**src/rtc_irq_pkg.sv**
```systemverilog
package rtc_irq_pkg;

   // ****************************************
   // Register map (byte addresses)
   // ****************************************
   localparam logic [7:0] flag_reg_off = 8'h38;
   localparam logic [7:0] ctrl_reg_off = 8'h3c;
   localparam logic [7:0] osc_trim_off = 8'h2c;
   localparam logic [7:0] irq_stat_off = 8'h40;
   localparam logic [7:0] irq_mask_off = 8'h44;
   localparam logic [7:0] clk_stat_off = 8'h48;

   // ****************************************
   // Field positions
   // ****************************************
   localparam int update_bit = 5;
   localparam int timer_bit = 4;
   localparam int alarm_bit = 3;
   localparam int event_bit = 2;
   localparam int clk_reset_bit = 0;
   localparam int trim_msb = 3;

   // ****************************************
   // Reset values
   // ****************************************
   localparam logic [7:0] ctrl_reset_val = 8'h00;
   localparam logic [3:0] trim_reset_val = 4'h0;
   localparam logic [3:0] mask_reset_val = 4'h0;

   // ****************************************
   // Timing
   // ****************************************
   localparam int clk_period_ps = 10000;
   localparam longint release_time_ps = 64'd7800000000;
   localparam int release_cycles = int'(release_time_ps / clk_period_ps);

   // Event set: bit 3 update, 2 timer, 1 alarm, 0 event
   typedef struct packed {
      logic update;
      logic timer;
      logic alarm;
      logic ev;
   } src_vec_t;

endpackage

```
**src/release_timer.sv**
```systemverilog
`timescale 1ns/1ps
module release_timer #(
   parameter int cycles = 780000
) (
   input wire logic ref_clk,
   input wire logic reset_n,
   input wire logic start,
   input wire logic cancel,
   output logic active
);

   logic [31:0] count_ff;

   // Restart on each event; drop on cancel or on expiry
   always_ff @(posedge ref_clk or negedge reset_n) begin
      if (!reset_n) begin
         count_ff <= 32'h0;
         active <= 1'b0;
      end else if (start) begin
         count_ff <= 32'(cycles - 1);
         active <= 1'b1;
      end else if (cancel || count_ff == 32'h0) begin
         count_ff <= 32'h0;
         active <= 1'b0;
      end else begin
         count_ff <= count_ff - 32'h1;
      end
   end

endmodule

```
**src/sync2.sv**
```systemverilog
`timescale 1ns/1ps
module sync2 (
   input wire logic ref_clk,
   input wire logic reset_n,
   input wire logic d,
   output logic q
);

   logic meta_ff;

   // First stage is read only by the second
   always_ff @(posedge ref_clk or negedge reset_n) begin
      if (!reset_n) begin
         meta_ff <= 1'b0;
         q <= 1'b0;
      end else begin
         meta_ff <= d;
         q <= meta_ff;
      end
   end

endmodule

```
**src/rtc_irq_enable_and_osc_trim.sv**
```systemverilog
// Overview of operation
// - Update flag rising drives pin low only when update enable is set.
// - Clearing update, timer or alarm enable cancels that source's low.
// - Update-caused low releases itself 7.8 ms after the event.
// - Timer flag rising drives pin low only when timer enable is set.
// - Timer-caused low releases itself within 7.8 ms.
// - Alarm flag rising drives pin low only when alarm enable is set.
// - Alarm low has no auto release; held until flag or enable cleared.
// - Pin is OR of all enabled active sources.
// - With enables off, pin stays released but flags still set.
// - Event flag rising drives pin low only when event enable is set.
// - Clock reset bit clears sub-second counter and halts timekeeping.
// - Stopped state ends when host drives select line low.
// - Four-bit trim code selects offset; upper bits read zero.
// - Flags set by events, cleared by writing zero; writing one ignored.
// - Enables at control bits 5..2, clock reset at bit 0.
`timescale 1ns/1ps
module rtc_irq_enable_and_osc_trim #(
   parameter int release_len = rtc_irq_pkg::release_cycles
) (
   input wire logic ref_clk,
   input wire logic reset_n,
   input wire logic [7:0] avs_address,
   input wire logic avs_read,
   input wire logic avs_write,
   input wire logic [31:0] avs_writedata,
   input wire logic [3:0] avs_byteenable,
   output logic [31:0] avs_readdata,
   output logic avs_waitrequest,
   input wire logic update_event,
   input wire logic timer_event,
   input wire logic alarm_event,
   input wire logic event_event,
   input wire logic select_line,
   input wire logic irq_line_n_in,
   output logic irq_line_n_out,
   output logic irq_line_n_oe,
   output logic subsec_clear,
   output logic clock_halt,
   output logic [3:0] osc_trim_code,
   output logic irq
);

   // ****************************************
   // Input synchronisers
   // ****************************************
   rtc_irq_pkg::src_vec_t ev_sync;
   logic sel_sync;
   logic [3:0] ev_raw;
   logic [3:0] ev_q;

   assign ev_raw = {update_event, timer_event, alarm_event, event_event};
   assign ev_sync = ev_q;

   // One synchroniser per event source, same bit order as the struct
   for (genvar i = 0; i < 4; i++) begin : g_ev_sync
      sync2 u_sync (.ref_clk(ref_clk), .reset_n(reset_n),
         .d(ev_raw[i]), .q(ev_q[i]));
   end
   sync2 u_s_sel (.ref_clk(ref_clk), .reset_n(reset_n),
      .d(select_line), .q(sel_sync));

   // Pin read-back not needed: open drain, our own drive is known
   logic pin_unused;
   assign pin_unused = irq_line_n_in;

   // ****************************************
   // Event edge detection
   // ****************************************
   rtc_irq_pkg::src_vec_t ev_prev_ff;
   rtc_irq_pkg::src_vec_t ev_pulse;

   always_ff @(posedge ref_clk or negedge reset_n) begin
      if (!reset_n) begin
         ev_prev_ff <= '0;
      end else begin
         ev_prev_ff <= ev_sync;
      end
   end

   assign ev_pulse = ev_sync & ~ev_prev_ff;

   // ****************************************
   // Bus decode
   // ****************************************
   logic wr_flag, wr_ctrl, wr_trim, wr_stat, wr_mask;
   logic wr_lane0;

   assign wr_lane0 = avs_write && avs_byteenable[0] && !avs_waitrequest;
   assign wr_flag = wr_lane0 && avs_address == rtc_irq_pkg::flag_reg_off;
   assign wr_ctrl = wr_lane0 && avs_address == rtc_irq_pkg::ctrl_reg_off;
   assign wr_trim = wr_lane0 && avs_address == rtc_irq_pkg::osc_trim_off;
   assign wr_stat = wr_lane0 && avs_address == rtc_irq_pkg::irq_stat_off;
   assign wr_mask = wr_lane0 && avs_address == rtc_irq_pkg::irq_mask_off;

   // One wait cycle, then accept
   always_ff @(posedge ref_clk or negedge reset_n) begin
      if (!reset_n) begin
         avs_waitrequest <= 1'b1;
      end else if ((avs_read || avs_write) && avs_waitrequest) begin
         avs_waitrequest <= 1'b0;
      end else begin
         avs_waitrequest <= 1'b1;
      end
   end

   // ****************************************
   // Control register
   // ****************************************
   rtc_irq_pkg::src_vec_t en_ff;
   logic clk_reset_ff;

   always_ff @(posedge ref_clk or negedge reset_n) begin
      if (!reset_n) begin
         en_ff <= '0;
      end else if (wr_ctrl) begin
         en_ff.update <= avs_writedata[rtc_irq_pkg::update_bit];
         en_ff.timer <= avs_writedata[rtc_irq_pkg::timer_bit];
         en_ff.alarm <= avs_writedata[rtc_irq_pkg::alarm_bit];
         en_ff.ev <= avs_writedata[rtc_irq_pkg::event_bit];
      end
   end

   // Select low wins over a simultaneous write of one
   always_ff @(posedge ref_clk or negedge reset_n) begin
      if (!reset_n) begin
         clk_reset_ff <= rtc_irq_pkg::ctrl_reset_val[0];
      end else if (!sel_sync) begin
         clk_reset_ff <= 1'b0;
      end else if (wr_ctrl && avs_writedata[rtc_irq_pkg::clk_reset_bit]) begin
         clk_reset_ff <= 1'b1;
      end
   end

   always_ff @(posedge ref_clk or negedge reset_n) begin
      if (!reset_n) begin
         subsec_clear <= 1'b0;
         clock_halt <= 1'b0;
      end else begin
         subsec_clear <= clk_reset_ff;
         clock_halt <= clk_reset_ff;
      end
   end

   // ****************************************
   // Oscillator trim
   // ****************************************
   // Code 0 none, 1..7 negative, 8 largest positive down to 15
   always_ff @(posedge ref_clk or negedge reset_n) begin
      if (!reset_n) begin
         osc_trim_code <= rtc_irq_pkg::trim_reset_val;
      end else if (wr_trim) begin
         osc_trim_code <= avs_writedata[rtc_irq_pkg::trim_msb:0];
      end
   end

   // ****************************************
   // Event flags
   // ****************************************
   rtc_irq_pkg::src_vec_t flag_ff;
   rtc_irq_pkg::src_vec_t flag_wr;
   rtc_irq_pkg::src_vec_t flag_clr;

   assign flag_wr = {avs_writedata[rtc_irq_pkg::update_bit],
                     avs_writedata[rtc_irq_pkg::timer_bit],
                     avs_writedata[rtc_irq_pkg::alarm_bit],
                     avs_writedata[rtc_irq_pkg::event_bit]};
   assign flag_clr = wr_flag ? ~flag_wr : '0;

   // Set wins over clear; writing one leaves a flag alone
   always_ff @(posedge ref_clk or negedge reset_n) begin
      if (!reset_n) begin
         flag_ff <= '0;
      end else begin
         flag_ff <= ev_pulse | (flag_ff & ~flag_clr);
      end
   end

   // Flag rising edges, one per source
   rtc_irq_pkg::src_vec_t flag_prev_ff;
   rtc_irq_pkg::src_vec_t flag_rise;

   always_ff @(posedge ref_clk or negedge reset_n) begin
      if (!reset_n) begin
         flag_prev_ff <= '0;
      end else begin
         flag_prev_ff <= flag_ff;
      end
   end

   assign flag_rise = flag_ff & ~flag_prev_ff;

   // ****************************************
   // Per-source pin drive
   // ****************************************
   logic upd_active, tmr_active;
   rtc_irq_pkg::src_vec_t src_low;

   // Window length is a parameter so a bench can shorten it
   // Update: latched on rise if enabled, self-releases after window
   release_timer #(.cycles(release_len)) u_rel_upd (
      .ref_clk(ref_clk),
      .reset_n(reset_n),
      .start(flag_rise.update && en_ff.update),
      .cancel(!en_ff.update || !flag_ff.update),
      .active(upd_active)
   );

   // Timer: same window; expiry is the latest release point
   release_timer #(.cycles(release_len)) u_rel_tmr (
      .ref_clk(ref_clk),
      .reset_n(reset_n),
      .start(flag_rise.timer && en_ff.timer),
      .cancel(!en_ff.timer || !flag_ff.timer),
      .active(tmr_active)
   );

   // Alarm and event hold until flag or enable is cleared
   logic alm_hold_ff, evt_hold_ff;

   always_ff @(posedge ref_clk or negedge reset_n) begin
      if (!reset_n) begin
         alm_hold_ff <= 1'b0;
      end else if (flag_rise.alarm && en_ff.alarm) begin
         alm_hold_ff <= 1'b1;
      end else if (!flag_ff.alarm || !en_ff.alarm) begin
         alm_hold_ff <= 1'b0;
      end
   end

   always_ff @(posedge ref_clk or negedge reset_n) begin
      if (!reset_n) begin
         evt_hold_ff <= 1'b0;
      end else if (flag_rise.ev && en_ff.ev) begin
         evt_hold_ff <= 1'b1;
      end else if (!flag_ff.ev || !en_ff.ev) begin
         evt_hold_ff <= 1'b0;
      end
   end

   // Gate with live enable so a cleared enable drops at once
   assign src_low = {upd_active && en_ff.update,
                     tmr_active && en_ff.timer,
                     alm_hold_ff && en_ff.alarm,
                     evt_hold_ff && en_ff.ev};

   // Output value fixed low; only the enable moves
   always_ff @(posedge ref_clk or negedge reset_n) begin
      if (!reset_n) begin
         irq_line_n_oe <= 1'b0;
      end else begin
         irq_line_n_oe <= |src_low;
      end
   end

   assign irq_line_n_out = 1'b0;

   // ****************************************
   // Sticky status, mask, interrupt line
   // ****************************************
   rtc_irq_pkg::src_vec_t stat_ff;
   rtc_irq_pkg::src_vec_t mask_ff;

   always_ff @(posedge ref_clk or negedge reset_n) begin
      if (!reset_n) begin
         stat_ff <= '0;
      end else if (wr_stat) begin
         stat_ff <= ev_pulse | (stat_ff & ~rtc_irq_pkg::src_vec_t'(
                    avs_writedata[3:0]));
      end else begin
         stat_ff <= stat_ff | ev_pulse;
      end
   end

   always_ff @(posedge ref_clk or negedge reset_n) begin
      if (!reset_n) begin
         mask_ff <= rtc_irq_pkg::mask_reset_val;
      end else if (wr_mask) begin
         mask_ff <= avs_writedata[3:0];
      end
   end

   always_ff @(posedge ref_clk or negedge reset_n) begin
      if (!reset_n) begin
         irq <= 1'b0;
      end else begin
         irq <= |(stat_ff & mask_ff);
      end
   end

   // ****************************************
   // Read data
   // ****************************************
   logic [31:0] nxt_rdata;

   always_comb begin
      nxt_rdata = 32'h0;
      unique case (avs_address)
         rtc_irq_pkg::flag_reg_off: begin
            nxt_rdata[rtc_irq_pkg::update_bit] = flag_ff.update;
            nxt_rdata[rtc_irq_pkg::timer_bit] = flag_ff.timer;
            nxt_rdata[rtc_irq_pkg::alarm_bit] = flag_ff.alarm;
            nxt_rdata[rtc_irq_pkg::event_bit] = flag_ff.ev;
         end
         rtc_irq_pkg::ctrl_reg_off: begin
            nxt_rdata[rtc_irq_pkg::update_bit] = en_ff.update;
            nxt_rdata[rtc_irq_pkg::timer_bit] = en_ff.timer;
            nxt_rdata[rtc_irq_pkg::alarm_bit] = en_ff.alarm;
            nxt_rdata[rtc_irq_pkg::event_bit] = en_ff.ev;
            nxt_rdata[rtc_irq_pkg::clk_reset_bit] = clk_reset_ff;
         end
         rtc_irq_pkg::osc_trim_off: begin
            nxt_rdata[3:0] = osc_trim_code;
         end
         rtc_irq_pkg::irq_stat_off: begin
            nxt_rdata[3:0] = stat_ff;
         end
         rtc_irq_pkg::irq_mask_off: begin
            nxt_rdata[3:0] = mask_ff;
         end
         rtc_irq_pkg::clk_stat_off: begin
            nxt_rdata[3:0] = src_low;
         end
         default: begin
            nxt_rdata = 32'h0;
         end
      endcase
   end

   // Unmapped reads return zero, writes are dropped
   always_ff @(posedge ref_clk or negedge reset_n) begin
      if (!reset_n) begin
         avs_readdata <= 32'h0;
      end else if (avs_read && avs_waitrequest) begin
         avs_readdata <= nxt_rdata;
      end
   end

endmodule

```
**config.mk**
```make
export PLATFORM = sky130hd
export DESIGN_NAME = rtc_irq_enable_and_osc_trim
export DESIGN_NICKNAME = d
export VERILOG_FILES = /design/src/rtc_irq_pkg.sv /design/src/release_timer.sv /design/src/sync2.sv /design/src/rtc_irq_enable_and_osc_trim.sv
export SDC_FILE = /design/constraint.sdc
export NUM_CORES = 1
export LEC_CHECK = 0
export BUFFER_PORTS_ARGS = -buffer_cell sky130_fd_sc_hd__buf_2
export CAP_MARGIN = 10
export CORE_MARGIN = 3
export CORE_UTILIZATION = 60
export DETAILED_ROUTE_END_ITERATION = 8
export HOLD_SLACK_MARGIN = 0.06
export PLACE_DENSITY = 0.85
export SLEW_MARGIN = 20
export SYNTH_ARGS = -nofsm -noshare
export SYNTH_HDL_FRONTEND = slang
export SYNTH_SLANG_ARGS = --single-unit
```
**constraint.sdc**
```tcl
create_clock -name ref_clk -period 5.5 [get_ports ref_clk]
set_clock_uncertainty 0.15 [all_clocks]
set_input_delay 0.55 -clock ref_clk [delete_from_list [all_inputs] [get_ports ref_clk]]
set_output_delay 0.55 -clock ref_clk [all_outputs]
set_load 0.05 [all_outputs]
```
==> impl_metrics.csv, run 1 <==
group,metric,value,unit
hold_path,whs_endpoint,"en_ff[3]$_DFFE_PN0P_",
floorplan,core-area,0.008763,mm^2
logic_synthesis,netlist.area_leader.share,53.15,%
cells_and_area,fill_cells,611,
floorplan,core.rowCount,34,
route,finalWirelength,11440,um
cells_and_area,final_net_count,623,
flow_run,cap_violations,0,
floorplan,die_area,0.01028,mm^2
route,viasPerCell,5.900,
sta,timing.setup.tns,0,ns
place,gp_congestion,0.8268,
logic_synthesis,yosys-top-cells-area,"dfrtp_1 53%, xnor2_1 5.9%, buf_4 3.8%, nor2_1 3.7%, mux2_2 2.7%",
cells_and_area,area_growth,14.75,%
setup_path,worstPathMaxFanout,16,
global_routing,grt_pass1_vias,4120,
power,swShare,25.13,%
logic_synthesis,synth_enable_flop_cells,0,
place,dp_hpwl,7420,um
sta,fin_crit,3.173,ns
clock_tree,cts_tree,"built",
power,power.internal,1.552,mW
clock_tree,cts_buffers,17,
global_routing,grt_overflow,0,
floorplan,ios,96,
route,first_pass_iters,5,
sta,finalCritPeriodShare,57.69,%
setup_path,end_kind,"flip-flop",
route,drt_iter0_markers,243,
setup_path,reg2reg_depth,7,
cells_and_area,final_util,71.52,%
setup_path,crit_arrival,3.39,ns
clock_tree,cts_sinks,117,
setup_path,path_cells,"inv_1, ha_1, nor3b_1, nand4_1, nor4_1, a21o_1, a21oi_1",
clock_tree,ctsResizeCount,0,
setup_path,r2r_slack,2.33,ns
sta,setup_viol,0,
global_routing,grt_start_max_net_pins,87,
hold_path,min-delay-start,"avs_writedata[5]",
place,pre_cts_ws,2.513,ns
clock_tree,postCtsSetupBuffers,0,
logic_synthesis,yosysTopAreaCell,"dfrtp_1",
sta,clock.fmax,0.3151,GHz
logic_synthesis,yosysMostFrequentCell,"dfrtp_1",
power,seq_power_share,42.8,%
sta,tightest_slew,0.9792,ns
power,p_comb_share,6.5,%
clock_tree,hold_buffers,8,
setup_path,worstSetupStartpointType,"flip-flop",
hold_path,min_path_cells,2,
logic_synthesis,async_reset_ff_share,100.0,%
route,drc,0,
route,antenna_left,0,
power,p_clk_share,50.8,%
hold_path,hold_path.class,"in2reg",
logic_synthesis,ys_seq_area_share,53.63,%
logic_synthesis,syn_area_per_cell,10.58,um^2
floorplan,fp.dieW,101.4,um
setup_path,path_class,"reg2reg",
route,post_drt_wl_per_cell,16.63,um
setup_path,r2r-end,"u_rel_upd.count_ff[17]$_DFF_PN0_",
power,power_leakage,3.194,nW
sta,slew_headroom,33.80,%
setup_path,slowest_stage,"nor3b_1",
setup_path,reg2reg_from,"u_rel_upd.count_ff[1]$_DFF_PN0_",
setup_path,cp.required,5.72,ns
logic_synthesis,syn_area,0.005461,mm^2
clock_tree,ctsHtreeMaxLevel,4,
floorplan,start_util,62.32,%
sta,rsz0062_at_grt,"false",
run_status,outcome,"completed",
global_routing,antenna_found_initial,0,
power,peakVddDrop,0.2763,mV
route,vias,4059,
power,p_switching,0.5211,mW
logic_synthesis,yosys-top-cells-count,"116 x dfrtp_1, 54 x nor2_1, 37 x xnor2_1",
clock_tree,clkLatencyLatePin,0.52,ns
global_routing,grt_pass1_wl,19180,um
clock_tree,cts_root_buf,"clkbuf_8",
logic_synthesis,ys_ff_latch,117,
sta,hold_violations,0,
place,portBuffers,38,
sta,slew_violations,0,
cells_and_area,antenna_cells,0,
global_routing,grtUsageTotal,23.93,%
clock_tree,path_clk_slew,0.06,ns
sta,layout_setup_ws,2.327,ns
logic_synthesis,ys_warn_count,0,
power,p_per_area,330.8,mW/mm^2
clock_tree,cts_max_path_buffers,2,
floorplan,fp.dieH,101.4,um
place,dpl_cell_area,0.005613,mm^2
logic_synthesis,synth_ff_type,"dfrtp_1",
logic_synthesis,synth_cells,516,
cells_and_area,final_layout_size_suffix_gt1_share,17.07,%
logic_synthesis,synth_cell_types,50,
cells_and_area,finalInstanceArea,0.006267,mm^2
setup_path,worst_path_largest_cell_delay,0.53,ns
[area by class of cell]
| cell class | instances | area [um^2] | area share [%] |
|---|---|---|---|
| inverters | 13 | 48.80 | 0.7786 |
| clock buffers | 19 | 421.7 | 6.728 |
| repair buffers | 47 | 284.0 | 4.532 |
| clock inverters | 13 | 148.9 | 2.376 |
| flip-flops and latches | 117 | 2929 | 46.74 |
| well taps | 108 | 135.1 | 2.156 |
| multi-input cells | 371 | 2300 | 36.69 |
[power groups by stage]
stage               logic [mW]  clock network (mW)  registers [mW]
detailed placement       0.129                   0           0.901
global route             0.145                1.10           0.888
finish                   0.134                1.05           0.887
CTS                      0.135                1.06           0.886
floorplan               0.0727                   0           0.928
global placement         0.127                   0           0.900
[cells by family (layout without fill, tap and decap cells)]
group,Yosys count,in the layout,share of synthesized area (%)
AND/OR/NAND/NOR,197,197,19.24
flip-flops,117,117,53.63
AO/OA/AOI/OAI,77,77,8.958
buffers and inverters,54,92,6.048
XOR/XNOR,51,51,8.179
multiplexers,17,17,3.414
adder cells (fa/ha/maj),2,2,0.4581
other,1,27,0.06866
[metrics by stage]
step	std cells	power, mW	hold slack, ns
after global routing	688	2.137	0.1320
after global placement	648	1.027	0.1821
after CTS	688	2.085	0.1371
after floorplan	542	1.000	0.1044
after detailed placement	648	1.030	0.1873
final	688	2.073	0.1537
[sequential cells by signal, summed over array words and instances (netlist names), 4 cells and up]
signal,count
flag_prev_ff,4
stat_ff,4
u_rel_tmr.count_ff,32
avs_readdata,6
g_ev_sync.u_sync.meta_ff,4
mask_ff,4
osc_trim_code,4
ev_prev_ff,4
flag_ff,4
u_rel_upd.count_ff,32
en_ff,4
g_ev_sync.u_sync.q,4
[layer usage]
layer,global-route usage (%),routed length [um],vias up
met5,0,0,-
met2,39.74,5952,112
met1,29.00,4626,2029
met3,7.163,558,29
met4,10.43,305,0
li1,-,-,1889
[critical path, delay by kind of cell (launching register included)]
kind | cells | cell delay [ns]
simple gates | 3 | 1.58
flops | 1 | 0.40
fa+ha+maj | 1 | 0.20
buf+inv | 1 | 0.09
compound gates | 2 | 0.60
[worst max path at each step]
stage | start | end | slack [ns] | cells after the start
floorplan | u_rel_tmr.count_ff[17]$_DFF_PN0_ | u_rel_tmr.count_ff[20]$_DFF_PN0_ | 2.89 | 8
global placement | u_rel_upd.count_ff[0]$_DFF_PN0_ | u_rel_upd.count_ff[3]$_DFF_PN0_ | 2.50 | 7
detailed placement | u_rel_upd.count_ff[1]$_DFF_PN0_ | u_rel_upd.count_ff[14]$_DFF_PN0_ | 2.51 | 7
CTS | u_rel_upd.count_ff[1]$_DFF_PN0_ | u_rel_upd.count_ff[17]$_DFF_PN0_ | 2.31 | 7
global route | u_rel_upd.count_ff[1]$_DFF_PN0_ | u_rel_upd.count_ff[14]$_DFF_PN0_ | 2.02 | 7
finish | u_rel_upd.count_ff[1]$_DFF_PN0_ | u_rel_upd.count_ff[17]$_DFF_PN0_ | 2.33 | 7
[cells in the final DEF, fill, tap and decap left out, types with 3 or more instances in the layout]
cell type,Yosys,layout
o21ai_0,22,22
nor3b_1,4,4
clkbuf_16,0,16
or4_4,3,3
clkinvlp_4,0,3
nor3_1,20,20
clkinv_4,0,3
nand3_1,7,7
mux2i_1,4,4
or4_1,11,11
conb_1,1,27
a31oi_1,6,6
buf_2,4,37
or2_2,3,3
a221oi_1,6,6
nand4_1,6,6
dfrtp_1,116,116
or4_2,4,4
nor4_1,20,20
o2bb2ai_1,5,5
a21oi_1,26,26
a22oi_1,4,4
inv_6,0,4
nand2b_1,3,3
dlygate4sd3_1,0,8
or3_1,12,12
xor2_1,14,14
mux2_2,13,13
and2_1,4,4
inv_1,13,13
nor2_1,54,54
nand2_1,32,32
xnor2_1,37,37
Power figures use the tool's default switching activity.
==> run 2: changes to the inputs <==
--- a/config.mk
+++ b/config.mk
@@ -8,10 +8,10 @@
 export BUFFER_PORTS_ARGS = -buffer_cell sky130_fd_sc_hd__buf_2
 export CAP_MARGIN = 10
 export CORE_MARGIN = 3
-export CORE_UTILIZATION = 60
+export CORE_UTILIZATION = 51
 export DETAILED_ROUTE_END_ITERATION = 8
 export HOLD_SLACK_MARGIN = 0.06
-export PLACE_DENSITY = 0.85
+export PLACE_DENSITY = 0.77
 export SLEW_MARGIN = 20
 export SYNTH_ARGS = -nofsm -noshare
 export SYNTH_HDL_FRONTEND = slang
==> constraint.sdc (replaced) <==
create_clock -name ref_clk -period 2.6 [get_ports ref_clk]
set_clock_uncertainty 0.15 [all_clocks]
set_input_delay 0.26 -clock ref_clk [delete_from_list [all_inputs] [get_ports ref_clk]]
set_output_delay 0.26 -clock ref_clk [all_outputs]
set_load 0.05 [all_outputs]
==> run 2 against run 1 <==
Net effect: combinational power up 130%; sequential power is 110% higher; critical path depth is 1 lower; non-clock buffer count rose by 36; highest routed layer unchanged; cell count is 9.3% higher; global-route usage fell by 1.9 points; wire length grew 5.6%; largest power group unchanged; sequential cell count is the same.
==> impl_metrics.csv, run 2 (synthesis gave the netlist of run 1 again) <==
group,metric,value,unit
setup_path,cp.required,2.82,ns
global_routing,antenna_found_initial,0,
power,power.internal,3.352,mW
power,p_clk_share,51.1,%
setup_path,worstPathMaxFanout,8,
cells_and_area,area_growth,22.13,%
place,gp_congestion,0.8555,
clock_tree,cts_buffers,17,
cells_and_area,fill_cells,793,
clock_tree,ctsHtreeMaxLevel,4,
floorplan,fp.dieW,109.5,um
floorplan,ios,96,
hold_path,hold_path.class,"in2reg",
power,p_switching,1.120,mW
cells_and_area,final_layout_size_suffix_gt1_share,20.78,%
sta,setup_viol,0,
route,first_pass_iters,5,
sta,slew_violations,0,
global_routing,grt_pass1_vias,4280,
sta,slew_headroom,57.74,%
sta,clock.fmax,0.3973,GHz
sta,timing.setup.tns,0,ns
power,peakVddDrop,0.6326,mV
clock_tree,cts_tree,"built",
route,post_drt_wl_per_cell,16.07,um
power,p_total,4.472,mW
sta,tightest_slew,0.6282,ns
global_routing,grt_overflow,0,
power,power_leakage,3.387,nW
power,seq_power_share,41.9,%
cells_and_area,mostFrequentLayoutCells,"116 x dfrtp_1, 54 x nor2_1, 37 x xnor2_1, 37 x buf_2, 32 x nand2_1",
route,antenna_left,0,
run_status,outcome,"completed",
place,dp_hpwl,7646,um
cells_and_area,final_net_count,659,
clock_tree,cts_sinks,117,
hold_path,min-delay-start,"avs_byteenable[0]",
sta,fin_crit,2.517,ns
clock_tree,cts_max_path_buffers,2,
power,p_comb_share,6.9,%
place,portBuffers,38,
route,finalWirelength,12080,um
floorplan,core.rowCount,37,
global_routing,grt_start_max_net_pins,47,
setup_path,cp-startpoint,"u_rel_tmr.count_ff[25]$_DFF_PN0_",
power,swShare,25.04,%
hold_path,min_path_cells,5,
setup_path,worstSetupStartpointType,"flip-flop",
flow_run,cap_violations,0,
sta,timing.hold.ws,0.1354,ns
route,drt_iter0_markers,250,
cells_and_area,final_common_cell,"dfrtp_1",
clock_tree,clkLatencyLatePin,0.52,ns
setup_path,end_kind,"flip-flop",
cells_and_area,regArea,0.002929,mm^2
clock_tree,path_clk_slew,0.06,ns
setup_path,crit_arrival,2.74,ns
global_routing,grtUsageTotal,22.07,%
setup_path,path_class,"reg2reg",
setup_path,reg2reg_from,"u_rel_tmr.count_ff[25]$_DFF_PN0_",
route,viasPerCell,5.531,
clock_tree,cts_root_buf,"clkbuf_8",
route,vias,4159,
floorplan,die_area,0.01199,mm^2
floorplan,core-area,0.01037,mm^2
cells_and_area,antenna_cells,0,
setup_path,reg2reg_depth,6,
sta,finalCritPeriodShare,96.80,%
cells_and_area,multi_input_area,0.002318,mm^2
route,drc,0,
floorplan,start_util,52.67,%
global_routing,grt_pass1_wl,20470,um
sta,hold_violations,0,
power,p_per_area,670.5,mW/mm^2
floorplan,fp.dieH,109.5,um
cells_and_area,reg_top3,"u_rel_tmr.count_ff x32, u_rel_upd.count_ff x32, avs_readdata x6",
run 2: changes by cell type in the layout (fill, tap and decap cells not counted), sizes merged:
cell	delta
dlygate4sd3	+11
clkinv	-2
buf	+25
clkbuf	+1
clkinvlp	+1
run 2: power groups by stage:
stage | clock network [mW] | registers (mW) | logic [mW]
after floorplan | 0 | 1.96 | 0.154
after global placement | 0 | 1.90 | 0.280
after detailed placement | 0 | 1.91 | 0.284
after CTS | 2.32 | 1.87 | 0.308
after global routing | 2.42 | 1.88 | 0.330
final | 2.29 | 1.88 | 0.310
run 2: layout make-up:
| type | instances | share of cell area [%] |
|---|---|---|
| tap | 136 | 2.551 |
| multi-input combinational | 371 | 34.76 |
| clock buffer | 20 | 6.678 |
| sequential | 117 | 43.91 |
| inverter | 13 | 0.7316 |
| clock inverter | 12 | 2.138 |
| timing repair buffer | 83 | 9.229 |
run 2: final timing paths:
path,end,slack (ns)
setup reg to reg,u_rel_tmr.count_ff[16]$_DFF_PN0_,0.08
min in group asynchronous,u_rel_tmr.count_ff[10]$_DFF_PN0_,0.16
hold / removal,clk_reset_ff$_DFFE_PN0P_,0.14
setup / recovery,u_rel_tmr.count_ff[16]$_DFF_PN0_,0.08
hold reg to reg,g_ev_sync[2].u_sync.q$_DFF_PN0_,0.20
max in group asynchronous,u_rel_tmr.count_ff[16]$_DFF_PN0_,1.50
run 2: layer usage:
metal | wire (um) | global-route usage (%) | part of all wire [%] | vias up
li1 | - | - | - | 1950
met4 | 253 | 9.172 | 2.1 | 0
met1 | 5077 | 27.21 | 42 | 2047
met3 | 677 | 5.872 | 5.6 | 20
met2 | 6073 | 36.79 | 50 | 142
met5 | 0 | 0 | 0 | -
run 2: through the flow:
step	cell area [um^2]	cells	setup slack [ns]	util, %
floorplan	5559	542	0.02565	-
global placement	5873	701	0.1204	56.64
detailed placement	5873	701	0.08525	56.64
CTS	6651	752	0.06636	64.14
global route	6670	752	-0.005951	64.32
finish	6670	752	0.08325	64.32
run 2: worst max-delay path, stage by stage (launching register included):
cell     delay, ns
dfrtp_1       0.42
or4_4         0.55
or4_4         0.43
or3b_2        0.48
o21ai_1       0.13
buf_4         0.17
a21oi_1       0.05
run 2: timing repair:
item                                   in CTS  in global routing
setup endpoints to repair                   0                 25
hold buffers                               19                  0
endpoints found under the hold margin      90                  0
setup buffers                               0                  0
gates resized for setup                     0                  4
